<file path="src/core/audio_clock_map.svh">
`ifndef AUDIO_CLOCK_MAP_SVH
`define AUDIO_CLOCK_MAP_SVH

// ****************************************************************
// register offsets
// ****************************************************************
`define ADDR_CPF_LOW 8'h30
`define ADDR_CPF_MID 8'h31
`define ADDR_CPF_HIGH 8'h32
`define ADDR_STEP_LOW 8'h34
`define ADDR_STEP_MID 8'h35
`define ADDR_STEP_HIGH 8'h36
`define ADDR_BIT_RATIO 8'h38
`define ADDR_CHAN_RATIO 8'h39
`define ADDR_CONTROL 8'h3A

// ****************************************************************
// field widths and positions
// ****************************************************************
`define CPF_W 18
`define CPF_HIGH_W 2
`define STEP_W 22
`define STEP_HIGH_W 6
`define RATIO_W 6
`define CTRL_W 4
`define CTRL_LOOP_OPEN 3
`define CTRL_VREF_SRC 2
`define CTRL_CHAN_PHASE 1
`define CTRL_BIT_PHASE 0

// ****************************************************************
// reset values and loop constants
// ****************************************************************
`define CPF_RESET 18'h00000
`define STEP_RESET 22'h000000
`define RATIO_RESET 6'h00
`define CTRL_RESET 4'h0
`define BYTE_RESET 8'h00
`define CPF_HIGH_RESET 2'h0
`define STEP_HIGH_RESET 6'h00
`define UNMAPPED_READ 8'h00
`define CORR_UNIT 22'h000001
`define ACC_W 24

`endif

</file>
<file path="src/core/audio_clock_pkg.sv">
package audio_clock_pkg;

  typedef enum logic [1:0] {
    LOOP_OPEN = 2'b00,
    LOOP_ACQUIRE = 2'b01,
    LOOP_TRACK = 2'b11
  } loop_state_t;

endpackage : audio_clock_pkg

</file>
<file path="src/core/edge_divider.sv">
`timescale 1ns/1ps
`include "audio_clock_map.svh"

module edge_divider #(
  parameter int RATIO_W = `RATIO_W
) (
  input wire logic clk,
  input wire logic rst,
  input wire logic srcRise,
  input wire logic srcFall,
  input wire logic useRise,
  input wire logic [RATIO_W-1:0] ratio,
  output logic clkOut,
  output logic risePulse,
  output logic fallPulse
);

  logic [RATIO_W-1:0] cnt_r;
  logic [RATIO_W-1:0] half;
  logic [RATIO_W-1:0] last;
  logic trig;
  logic atWrap;
  logic toggle;

  // ****************************************************************
  // divide on the selected source edge; period is ratio source cycles, or two when ratio is below 2
  // ****************************************************************
  assign trig = useRise ? srcRise : srcFall;
  assign half = ratio >> 1;
  assign last = (ratio == '0) ? '0 : ratio - 1'b1;
  assign atWrap = (cnt_r >= last);
  assign toggle = trig & (atWrap | (cnt_r == half - 1'b1 && half != '0));

  always_ff @(posedge clk or posedge rst) begin
    if (rst) begin
      cnt_r <= '0;
      clkOut <= 1'b0;
      risePulse <= 1'b0;
      fallPulse <= 1'b0;
    end else begin
      if (trig) begin
        cnt_r <= atWrap ? '0 : cnt_r + 1'b1;
      end
      clkOut <= clkOut ^ toggle;
      risePulse <= toggle & ~clkOut;
      fallPulse <= toggle & clkOut;
    end
  end

endmodule : edge_divider

</file>
<file path="src/core/field_locked_audio_clock_gen.sv">
`timescale 1ns/1ps
`include "audio_clock_map.svh"

// Behaviour
// hold 18-bit per-field master cycle count over three bytes, two bits in third
// hold 22-bit nominal step over three bytes, six bits in the third
// bit clock divides master clock by 6-bit ratio in its own byte, by 2 when ratio is below 2
// channel-select clock divides bit clock by 6-bit ratio in its own byte, by 2 when ratio is below 2
// loop-mode 0 locks master clock to fields; 1 leaves it free-running
// vertical reference from internal decoder on 0, expansion input on 1
// channel-select edges follow bit clock falling edges on 0, rising on 1
// bit clock edges follow master clock falling edges on 0, rising on 1
// phase accumulator steps by nominal; locked mode corrects once per field
// multi-byte settings apply coherently, never half written
module field_locked_audio_clock_gen
  import audio_clock_pkg::*;
#(
  parameter int CPF_W = `CPF_W,
  parameter int STEP_W = `STEP_W,
  parameter int RATIO_W = `RATIO_W
) (
  input wire logic clk,
  input wire logic rst,
  input wire logic [7:0] regAddr,
  input wire logic regWrite,
  input wire logic [7:0] regWriteData,
  output logic [7:0] regReadData,
  input wire logic decoderVerticalRef,
  input wire logic expansion_vertical_ref_input,
  output logic audio_master_clock,
  output logic audio_bit_clock,
  output logic channel_select_clock,
  output logic loopLocked
);

  // ****************************************************************
  // register storage
  // ****************************************************************
  logic [7:0] cpfLow_r;
  logic [7:0] cpfMid_r;
  logic [`CPF_HIGH_W-1:0] cpfHigh_r;
  logic [7:0] stepLow_r;
  logic [7:0] stepMid_r;
  logic [`STEP_HIGH_W-1:0] stepHigh_r;
  logic [RATIO_W-1:0] bit_clock_divider;
  logic [RATIO_W-1:0] channel_select_divider;
  logic [`CTRL_W-1:0] control_r;

  logic [CPF_W-1:0] cyclesActive_r;
  logic [STEP_W-1:0] stepActive_r;
  logic pending_r;

  logic audio_loop_open;
  logic vertical_ref_source;
  logic channel_select_phase;
  logic bit_clock_phase;

  assign audio_loop_open = control_r[`CTRL_LOOP_OPEN];
  assign vertical_ref_source = control_r[`CTRL_VREF_SRC];
  assign channel_select_phase = control_r[`CTRL_CHAN_PHASE];
  assign bit_clock_phase = control_r[`CTRL_BIT_PHASE];

  // ****************************************************************
  // write decode
  // ****************************************************************
  logic wrCpfLow;
  logic wrCpfMid;
  logic wrCpfHigh;
  logic wrStepLow;
  logic wrStepMid;
  logic wrStepHigh;
  logic wrBitRatio;
  logic wrChanRatio;
  logic wrControl;

  assign wrCpfLow = regWrite && regAddr == `ADDR_CPF_LOW;
  assign wrCpfMid = regWrite && regAddr == `ADDR_CPF_MID;
  assign wrCpfHigh = regWrite && regAddr == `ADDR_CPF_HIGH;
  assign wrStepLow = regWrite && regAddr == `ADDR_STEP_LOW;
  assign wrStepMid = regWrite && regAddr == `ADDR_STEP_MID;
  assign wrStepHigh = regWrite && regAddr == `ADDR_STEP_HIGH;
  assign wrBitRatio = regWrite && regAddr == `ADDR_BIT_RATIO;
  assign wrChanRatio = regWrite && regAddr == `ADDR_CHAN_RATIO;
  assign wrControl = regWrite && regAddr == `ADDR_CONTROL;

  always_ff @(posedge clk or posedge rst) begin
    if (rst) begin
      cpfLow_r <= `BYTE_RESET;
      cpfMid_r <= `BYTE_RESET;
      cpfHigh_r <= `CPF_HIGH_RESET;
      stepLow_r <= `BYTE_RESET;
      stepMid_r <= `BYTE_RESET;
      stepHigh_r <= `STEP_HIGH_RESET;
      bit_clock_divider <= `RATIO_RESET;
      channel_select_divider <= `RATIO_RESET;
      control_r <= `CTRL_RESET;
    end else begin
      if (wrCpfLow) cpfLow_r <= regWriteData;
      if (wrCpfMid) cpfMid_r <= regWriteData;
      if (wrCpfHigh) cpfHigh_r <= regWriteData[`CPF_HIGH_W-1:0];
      if (wrStepLow) stepLow_r <= regWriteData;
      if (wrStepMid) stepMid_r <= regWriteData;
      if (wrStepHigh) stepHigh_r <= regWriteData[`STEP_HIGH_W-1:0];
      if (wrBitRatio) bit_clock_divider <= regWriteData[RATIO_W-1:0];
      if (wrChanRatio) channel_select_divider <= regWriteData[RATIO_W-1:0];
      if (wrControl) control_r <= regWriteData[`CTRL_W-1:0];
    end
  end

  // ****************************************************************
  // read mux
  // ****************************************************************
  logic [7:0] readMux;

  assign readMux =
    (regAddr == `ADDR_CPF_LOW) ? cpfLow_r :
    (regAddr == `ADDR_CPF_MID) ? cpfMid_r :
    (regAddr == `ADDR_CPF_HIGH) ? {{(8-`CPF_HIGH_W){1'b0}}, cpfHigh_r} :
    (regAddr == `ADDR_STEP_LOW) ? stepLow_r :
    (regAddr == `ADDR_STEP_MID) ? stepMid_r :
    (regAddr == `ADDR_STEP_HIGH) ? {{(8-`STEP_HIGH_W){1'b0}}, stepHigh_r} :
    (regAddr == `ADDR_BIT_RATIO) ? {{(8-RATIO_W){1'b0}}, bit_clock_divider} :
    (regAddr == `ADDR_CHAN_RATIO) ? {{(8-RATIO_W){1'b0}}, channel_select_divider} :
    (regAddr == `ADDR_CONTROL) ? {{(8-`CTRL_W){1'b0}}, control_r} :
    `UNMAPPED_READ;

  always_ff @(posedge clk or posedge rst) begin
    if (rst) begin
      regReadData <= `BYTE_RESET;
    end else begin
      regReadData <= readMux;
    end
  end

  // ****************************************************************
  // vertical reference selection and field edge
  // ****************************************************************
  logic xrvMeta_r;
  logic xrvSync_r;
  logic vrefSel;
  logic vrefPrev_r;
  logic fieldStart;

  always_ff @(posedge clk or posedge rst) begin
    if (rst) begin
      xrvMeta_r <= 1'b0;
      xrvSync_r <= 1'b0;
      vrefPrev_r <= 1'b0;
    end else begin
      xrvMeta_r <= expansion_vertical_ref_input;
      xrvSync_r <= xrvMeta_r;
      vrefPrev_r <= vrefSel;
    end
  end

  // only the second flop feeds the selector; the expansion pin is asynchronous
  assign vrefSel = vertical_ref_source ? xrvSync_r : decoderVerticalRef;
  assign fieldStart = vrefSel & ~vrefPrev_r;

  // ****************************************************************
  // coherent commit of multi-byte settings
  // ****************************************************************
  logic highWrite;
  logic commitNow;

  // the high byte arms the commit, so a half-written value never drives the generator
  assign highWrite = wrCpfHigh | wrStepHigh;
  assign commitNow = pending_r & (fieldStart | audio_loop_open);

  always_ff @(posedge clk or posedge rst) begin
    if (rst) begin
      pending_r <= 1'b0;
      cyclesActive_r <= `CPF_RESET;
      stepActive_r <= `STEP_RESET;
    end else begin
      pending_r <= highWrite | (pending_r & ~commitNow);
      if (commitNow) begin
        cyclesActive_r <= {cpfHigh_r, cpfMid_r, cpfLow_r};
        stepActive_r <= {stepHigh_r, stepMid_r, stepLow_r};
      end
    end
  end

  // ****************************************************************
  // loop control
  // ****************************************************************
  loop_state_t state_r;
  loop_state_t state_nxt;
  logic [CPF_W-1:0] fieldCount_r;
  logic [STEP_W-1:0] corr_r;
  logic [STEP_W-1:0] corr_nxt;
  logic [STEP_W-1:0] stepNow;
  logic mclkRise;
  logic mclkFall;
  logic countLow;
  logic countHigh;

  assign countLow = fieldCount_r < cyclesActive_r;
  assign countHigh = fieldCount_r > cyclesActive_r;

  always_comb begin
    state_nxt = state_r;
    unique case (state_r)
      LOOP_OPEN: begin
        if (!audio_loop_open) begin
          state_nxt = LOOP_ACQUIRE;
        end
      end
      LOOP_ACQUIRE: begin
        if (audio_loop_open) begin
          state_nxt = LOOP_OPEN;
        end else if (fieldStart) begin
          state_nxt = LOOP_TRACK;
        end
      end
      LOOP_TRACK: begin
        if (audio_loop_open) begin
          state_nxt = LOOP_OPEN;
        end
      end
      default: begin
        state_nxt = LOOP_OPEN;
      end
    endcase
  end

  // once per field nudge the step toward the programmed cycle count
  assign corr_nxt =
    (state_r != LOOP_TRACK) ? '0 :
    !fieldStart ? corr_r :
    countLow ? corr_r + `CORR_UNIT :
    countHigh ? corr_r - `CORR_UNIT :
    corr_r; // see R09

  assign stepNow = stepActive_r + corr_r;

  always_ff @(posedge clk or posedge rst) begin
    if (rst) begin
      state_r <= LOOP_OPEN;
      corr_r <= '0;
      fieldCount_r <= '0;
      loopLocked <= 1'b0;
    end else begin
      state_r <= state_nxt;
      corr_r <= corr_nxt;
      if (fieldStart) begin
        fieldCount_r <= {{(CPF_W-1){1'b0}}, mclkRise};
      end else if (mclkRise) begin
        fieldCount_r <= fieldCount_r + 1'b1;
      end
      if (state_r != LOOP_TRACK) begin
        loopLocked <= 1'b0;
      end else if (fieldStart) begin
        loopLocked <= !countLow && !countHigh;
      end
    end
  end

  // ****************************************************************
  // clock generation chain
  // ****************************************************************
  logic bclkRise;
  logic bclkFall;

  phase_accum #(
    .ACC_W(`ACC_W),
    .STEP_W(STEP_W)
  ) masterGen (
    .clk(clk),
    .rst(rst),
    .step(stepNow),
    .clkOut(audio_master_clock),
    .risePulse(mclkRise),
    .fallPulse(mclkFall)
  );

  edge_divider #(
    .RATIO_W(RATIO_W)
  ) bitDiv (
    .clk(clk),
    .rst(rst),
    .srcRise(mclkRise),
    .srcFall(mclkFall),
    .useRise(bit_clock_phase),
    .ratio(bit_clock_divider),
    .clkOut(audio_bit_clock),
    .risePulse(bclkRise),
    .fallPulse(bclkFall)
  ); // see R03

  edge_divider #(
    .RATIO_W(RATIO_W)
  ) chanDiv (
    .clk(clk),
    .rst(rst),
    .srcRise(bclkRise),
    .srcFall(bclkFall),
    .useRise(channel_select_phase),
    .ratio(channel_select_divider),
    .clkOut(channel_select_clock),
    .risePulse(),
    .fallPulse()
  ); // see R04

endmodule : field_locked_audio_clock_gen

</file>
<file path="src/core/phase_accum.sv">
`timescale 1ns/1ps
`include "audio_clock_map.svh"

module phase_accum #(
  parameter int ACC_W = `ACC_W,
  parameter int STEP_W = `STEP_W
) (
  input wire logic clk,
  input wire logic rst,
  input wire logic [STEP_W-1:0] step,
  output logic clkOut,
  output logic risePulse,
  output logic fallPulse
);

  logic [ACC_W-1:0] acc_r;
  logic [ACC_W-1:0] acc_nxt;
  logic newMsb;

  // ****************************************************************
  // accumulator; msb is the synthesised master clock
  // ****************************************************************
  assign acc_nxt = acc_r + {{(ACC_W-STEP_W){1'b0}}, step};
  assign newMsb = acc_nxt[ACC_W-1];

  always_ff @(posedge clk or posedge rst) begin
    if (rst) begin
      acc_r <= '0;
      clkOut <= 1'b0;
      risePulse <= 1'b0;
      fallPulse <= 1'b0;
    end else begin
      acc_r <= acc_nxt;
      clkOut <= newMsb;
      risePulse <= newMsb & ~acc_r[ACC_W-1];
      fallPulse <= ~newMsb & acc_r[ACC_W-1];
    end
  end

endmodule : phase_accum

</file>
<file path="config.mk">
export PLATFORM = sky130hd
export DESIGN_NAME = field_locked_audio_clock_gen
export DESIGN_NICKNAME = d
export VERILOG_FILES = /design/src/core/audio_clock_pkg.sv /design/src/core/edge_divider.sv /design/src/core/field_locked_audio_clock_gen.sv /design/src/core/phase_accum.sv
export VERILOG_INCLUDE_DIRS = /design/src /design/src/core
export SDC_FILE = /design/constraint.sdc
export NUM_CORES = 1
export LEC_CHECK = 0
export BUFFER_PORTS_ARGS = -buffer_cell sky130_fd_sc_hd__buf_2
export CAP_MARGIN = 25
export CORE_MARGIN = 4
export CORE_UTILIZATION = 45
export CTS_BUF_LIST = sky130_fd_sc_hd__clkbuf_4 sky130_fd_sc_hd__clkbuf_8 sky130_fd_sc_hd__clkbuf_16
export DETAILED_ROUTE_END_ITERATION = 16
export PLACE_DENSITY_LB_ADDON = 0.25
export SLEW_MARGIN = 5
export SYNTH_ARGS = -nofsm -noshare
export SYNTH_HDL_FRONTEND = slang
export SYNTH_SLANG_ARGS = --single-unit
</file>
<file path="constraint.sdc">
create_clock -name clk -period 7.9 [get_ports clk]
set_input_delay 0.395 -clock clk [delete_from_list [all_inputs] [get_ports clk]]
set_output_delay 0.395 -clock clk [all_outputs]
set_load 0.01 [all_outputs]
</file>
==> impl_results.rst <==
.. list-table::
   :header-rows: 1

   * - Metric
     - Value
   * - Slowest-stage cell, CP
     - sky130_fd_sc_hd__o41ai_1
   * - Number of setup buffers added after CTS
     - 0
   * - Wire length of the first global-routing pass
     - 44,770 microns
   * - Fillcell total
     - 2,432
   * - H-tree depth reported by CTS
     - 4
   * - Buffer type at the clock tree root
     - sky130_fd_sc_hd__clkbuf_16
   * - Placed insts
     - approximately 1,500
   * - Area of the core
     - 26,130 sq um
   * - Status
     - finished clean
   * - Maximum clock frequency
     - approximately 0.22 GHz
   * - Routed len/inst
     - ~17 microns
   * - Chip Width
     - approximately 170 microns
   * - Via count of the first global-routing pass
     - 8,684
   * - Largest cells by area after synthesis
     - sky130_fd_sc_hd__dfrtp_1 40%, sky130_fd_sc_hd__ha_1 11%, sky130_fd_sc_hd__mux2_2 8.1%
   * - Total clock buffers created by CTS
     - 17
   * - Worst IR Drop VDD
     - 0.0001590 V
   * - Count of cells resized by post-cts repair
     - 0
   * - Pin count of the biggest net entering global routing
     - 116
   * - Count of warnings emitted by yosys
     - 0
   * - Slew at the pin with the worst max-slew slack
     - roughly 0.82 ns
   * - Register-to-Register Setup Slack
     - 3.26 ns
   * - Pwr per Cell Area
     - 338.2 nW/um^2
   * - Syn-to-layout area delta
     - 9.620%
   * - Max FO, Critical Path
     - 6
   * - Worst relative slew slack
     - 0.4351
   * - Async set-or-reset flop fraction in the synthesized netlist
     - 1.000
   * - Slowest cell delay on critical path
     - 0.46 ns
   * - Diode insertion count for antenna repair
     - 0
   * - Total Negative Setup Slacks
     - 0 ns
   * - Multi-input gate area
     - 6818 sq um
   * - Drc violations
     - 0
   * - Average size of a mapped cell
     - 9.924 sq um
   * - Class of the most critical setup path
     - flip-flop to flip-flop
   * - Initial cell density of the core
     - 0.4599
   * - Number of pins with negative max-slew slack in the final report
     - 0
   * - Number of different library cells in the post-synthesis netlist
     - 71
   * - Count of non-filler cells in the finished layout
     - 1,581
   * - FP Rows
     - between 50 and 60
   * - Synthesized cell area
     - 12,020 sq um
   * - Clk sinks
     - 193
   * - Worst setup slack after layout
     - 3.262 ns
   * - CP Data Required Time
     - 8.24 ns
   * - Remaining global-route overflow
     - 0
   * - Unrepaired setup endpoints after global routing
     - no
   * - Element type at the critical path start
     - flip-flop
   * - Clock tree from TritonCTS
     - yes
   * - Arrival time of data at the critical path endpoint
     - 4.97 ns
   * - Count of buffer and inverter cells on the critical path
     - 1
   * - I/O pin cnt
     - 33
   * - Flip-flop and latch count after synthesis
     - 193
   * - Share of Yosys cell area claimed by the top area cell type
     - 0.4019
   * - Family of cells with the greatest summed delay on the critical path
     - compound AO/OA/AOI/OAI gates
   * - Worst min-delay path category
     - primary input to flip-flop
   * - Max clock buf depth
     - 2
   * - Hold buffers post-CTS
     - 0
   * - Number of hold violations in the final report
     - 0
   * - Ratio of final minimum period to clock period
     - 0.5871
   * - Crit path cell chain
     - ha_1 > fa_1 > a21o_1 > a21oi_1 > o21bai_1 > a21oi_1 > o21bai_1 > a21oi_1 > xnor2_1 > ha_1 > nand2_1 > nor2_1 > a22o_1 > a31oi_1 > a211o_1 > nor4_1 > o41ai_1 > o21ai_1 > ha_1 > inv_1
   * - Commonest cells in the netlist
     - 193 x sky130_fd_sc_hd__dfrtp_1, 108 x sky130_fd_sc_hd__ha_1, 96 x sky130_fd_sc_hd__nand2_1, 86 x sky130_fd_sc_hd__mux2_2, 67 x sky130_fd_sc_hd__nor2_1
   * - Max-Cap Viols
     - 0
   * - Final net count
     - 1,365
   * - Instance count of the mapped netlist
     - 1,211
   * - Static power due to leakage
     - about 0.0064 uW
   * - Placement Setup Slack
     - 3.204 ns
   * - EDFF count, synth
     - 0
   * - Fraction of final layout cells with drive strength greater than 1
     - 0.1421
   * - Total global-route track usage
     - 0.1886
   * - Clock input transition at the sequential cells of the worst setup and hold paths
     - around 0.080 ns
   * - Min cycle time layout
     - around 4.6 ns
   * - Final antenna-violating net count
     - 0
   * - Die Footprint
     - 29,380 sq um
   * - # setup viols final
     - 0
   * - Clock insertion delay at the later pin of the skew report
     - 0.44 ns
   * - Chip height
     - between 150 and 200 microns
   * - Total via count after detailed routing
     - ~8,800
   * - DPL Wire Length
     - ~20,000 microns
   * - Clock skew
     - ~0.022 ns
   * - Port-buffer cells
     - 32
   * - Most frequent cell after synthesis
     - sky130_fd_sc_hd__dfrtp_1
   * - Initial antenna violation count
     - 0
   * - Flip-flop and latch area
     - 4830 sq um
   * - Ratio of routed vias to standard cells
     - 5.585
   * - Portion of the post-synthesis area used by sequential elements
     - 0.4019
   * - Routed WL
     - 26,880 microns
   * - Final estimated routing congestion in global placement
     - roughly 0.89
   * - Final worst hold slack
     - approximately 0.058 ns
   * - Pre-Repair DR Iteration Count
     - 5
   * - Initial DRC count
     - 560
   * - Net count of the mapped netlist
     - 1,343
   * - Area leader, netlist
     - sky130_fd_sc_hd__dfrtp_1
   * - Most used flip-flop cell after synthesis
     - sky130_fd_sc_hd__dfrtp_1
   * - Kind of end point of the critical path
     - flip-flop
kinds of logic after synthesis:
group,share of synthesized area
flops,0.4019
xor+xnor,0.05976
simple gates,0.1258
mux,0.09828
compound gates,0.1646
buf+inv,0.03228
fa+ha+maj,0.1174
state kept, by name, summed over array words and instances (netlist names), 2 cells and up:
| register | cells |
|---|---|
| masterGen.acc_r | 24 |
| corr_r | 22 |
| stepActive_r | 22 |
| cyclesActive_r | 18 |
| fieldCount_r | 18 |
| cpfLow_r | 8 |
| cpfMid_r | 8 |
| regReadData | 8 |
| stepLow_r | 8 |
| stepMid_r | 8 |
| bitDiv.cnt_r | 6 |
| bit_clock_divider | 6 |
| chanDiv.cnt_r | 6 |
| channel_select_divider | 6 |
| stepHigh_r | 6 |
| control_r | 4 |
| cpfHigh_r | 2 |
| state_r | 2 |
per-stage QoR:
| stage | total power [uW] | utilization | cell area [sq um] |
|---|---|---|---|
| 2_1_floorplan | 3116 | - | 12020 |
| 3_3_place_gp | 3532 | 0.4789 | 12520 |
| 3_5_place_dp | 3565 | 0.4792 | 12520 |
| 4_1_cts | 4486 | 0.5031 | 13150 |
| 5_1_grt | 4830 | 0.5041 | 13170 |
| 6_report | 4456 | 0.5041 | 13170 |
final cells by class:
type | count | share of cell area
clock buffers | 17 | 0.03229
clock inverters | 15 | 0.01501
inverters | 63 | 0.01852
multi-input cells | 918 | 0.5175
flip-flops and latches | 193 | 0.3666
well taps | 335 | 0.03182
repair buffers | 40 | 0.01824
final timing paths:
| check | start | end | cells after the start |
|---|---|---|---|
| worst max register to register | corr_r[0] | masterGen.acc_r[23] | 20 |
| max in group asynchronous | rst | corr_r[21] | 4 |
| worst min-delay path | expansion_vertical_ref_input | xrvMeta_r | 1 |
| min in group asynchronous | rst | chanDiv.cnt_r[2] | 2 |
| worst max-delay path | corr_r[0] | masterGen.acc_r[23] | 20 |
| worst min register to register | xrvMeta_r | xrvSync_r | 0 |
metal layers:
layer  share of wire  track usage  routed length (microns)  up-vias
met5               0            0                        0        -
met4          0.0090      0.03583                      241        0
met3           0.029      0.03011                      785       14
met2            0.48       0.3139                    12790      118
met1            0.49       0.2634                    13070     4272
li1                -            -                        -     4426
layout by cell type, fill, tap and decap left out, types with 23 or more instances in the layout:
master and instances:
sky130_fd_sc_hd__nand3_1 36, sky130_fd_sc_hd__nor3_1 29, sky130_fd_sc_hd__dfrtp_1 193, sky130_fd_sc_hd__xor2_1 35, sky130_fd_sc_hd__o21ai_0 55, sky130_fd_sc_hd__inv_1 62
sky130_fd_sc_hd__mux2_2 86, sky130_fd_sc_hd__nor2_1 66, sky130_fd_sc_hd__o21ai_1 23, sky130_fd_sc_hd__buf_2 32, sky130_fd_sc_hd__ha_1 108, sky130_fd_sc_hd__a21oi_1 66
sky130_fd_sc_hd__nand2_1 96, sky130_fd_sc_hd__a21o_1 34, sky130_fd_sc_hd__xnor2_1 47
power breakdown:
part / total (uW) / leakage, uW / internal, uW / switching (uW)
Clock: 902 / 0.000297 / 437 / 465
Combinational: 2240 / 0.00349 / 978 / 1260
Sequential: 1310 / 0.00257 / 1170 / 145
(Power assumes the default switching activity.)
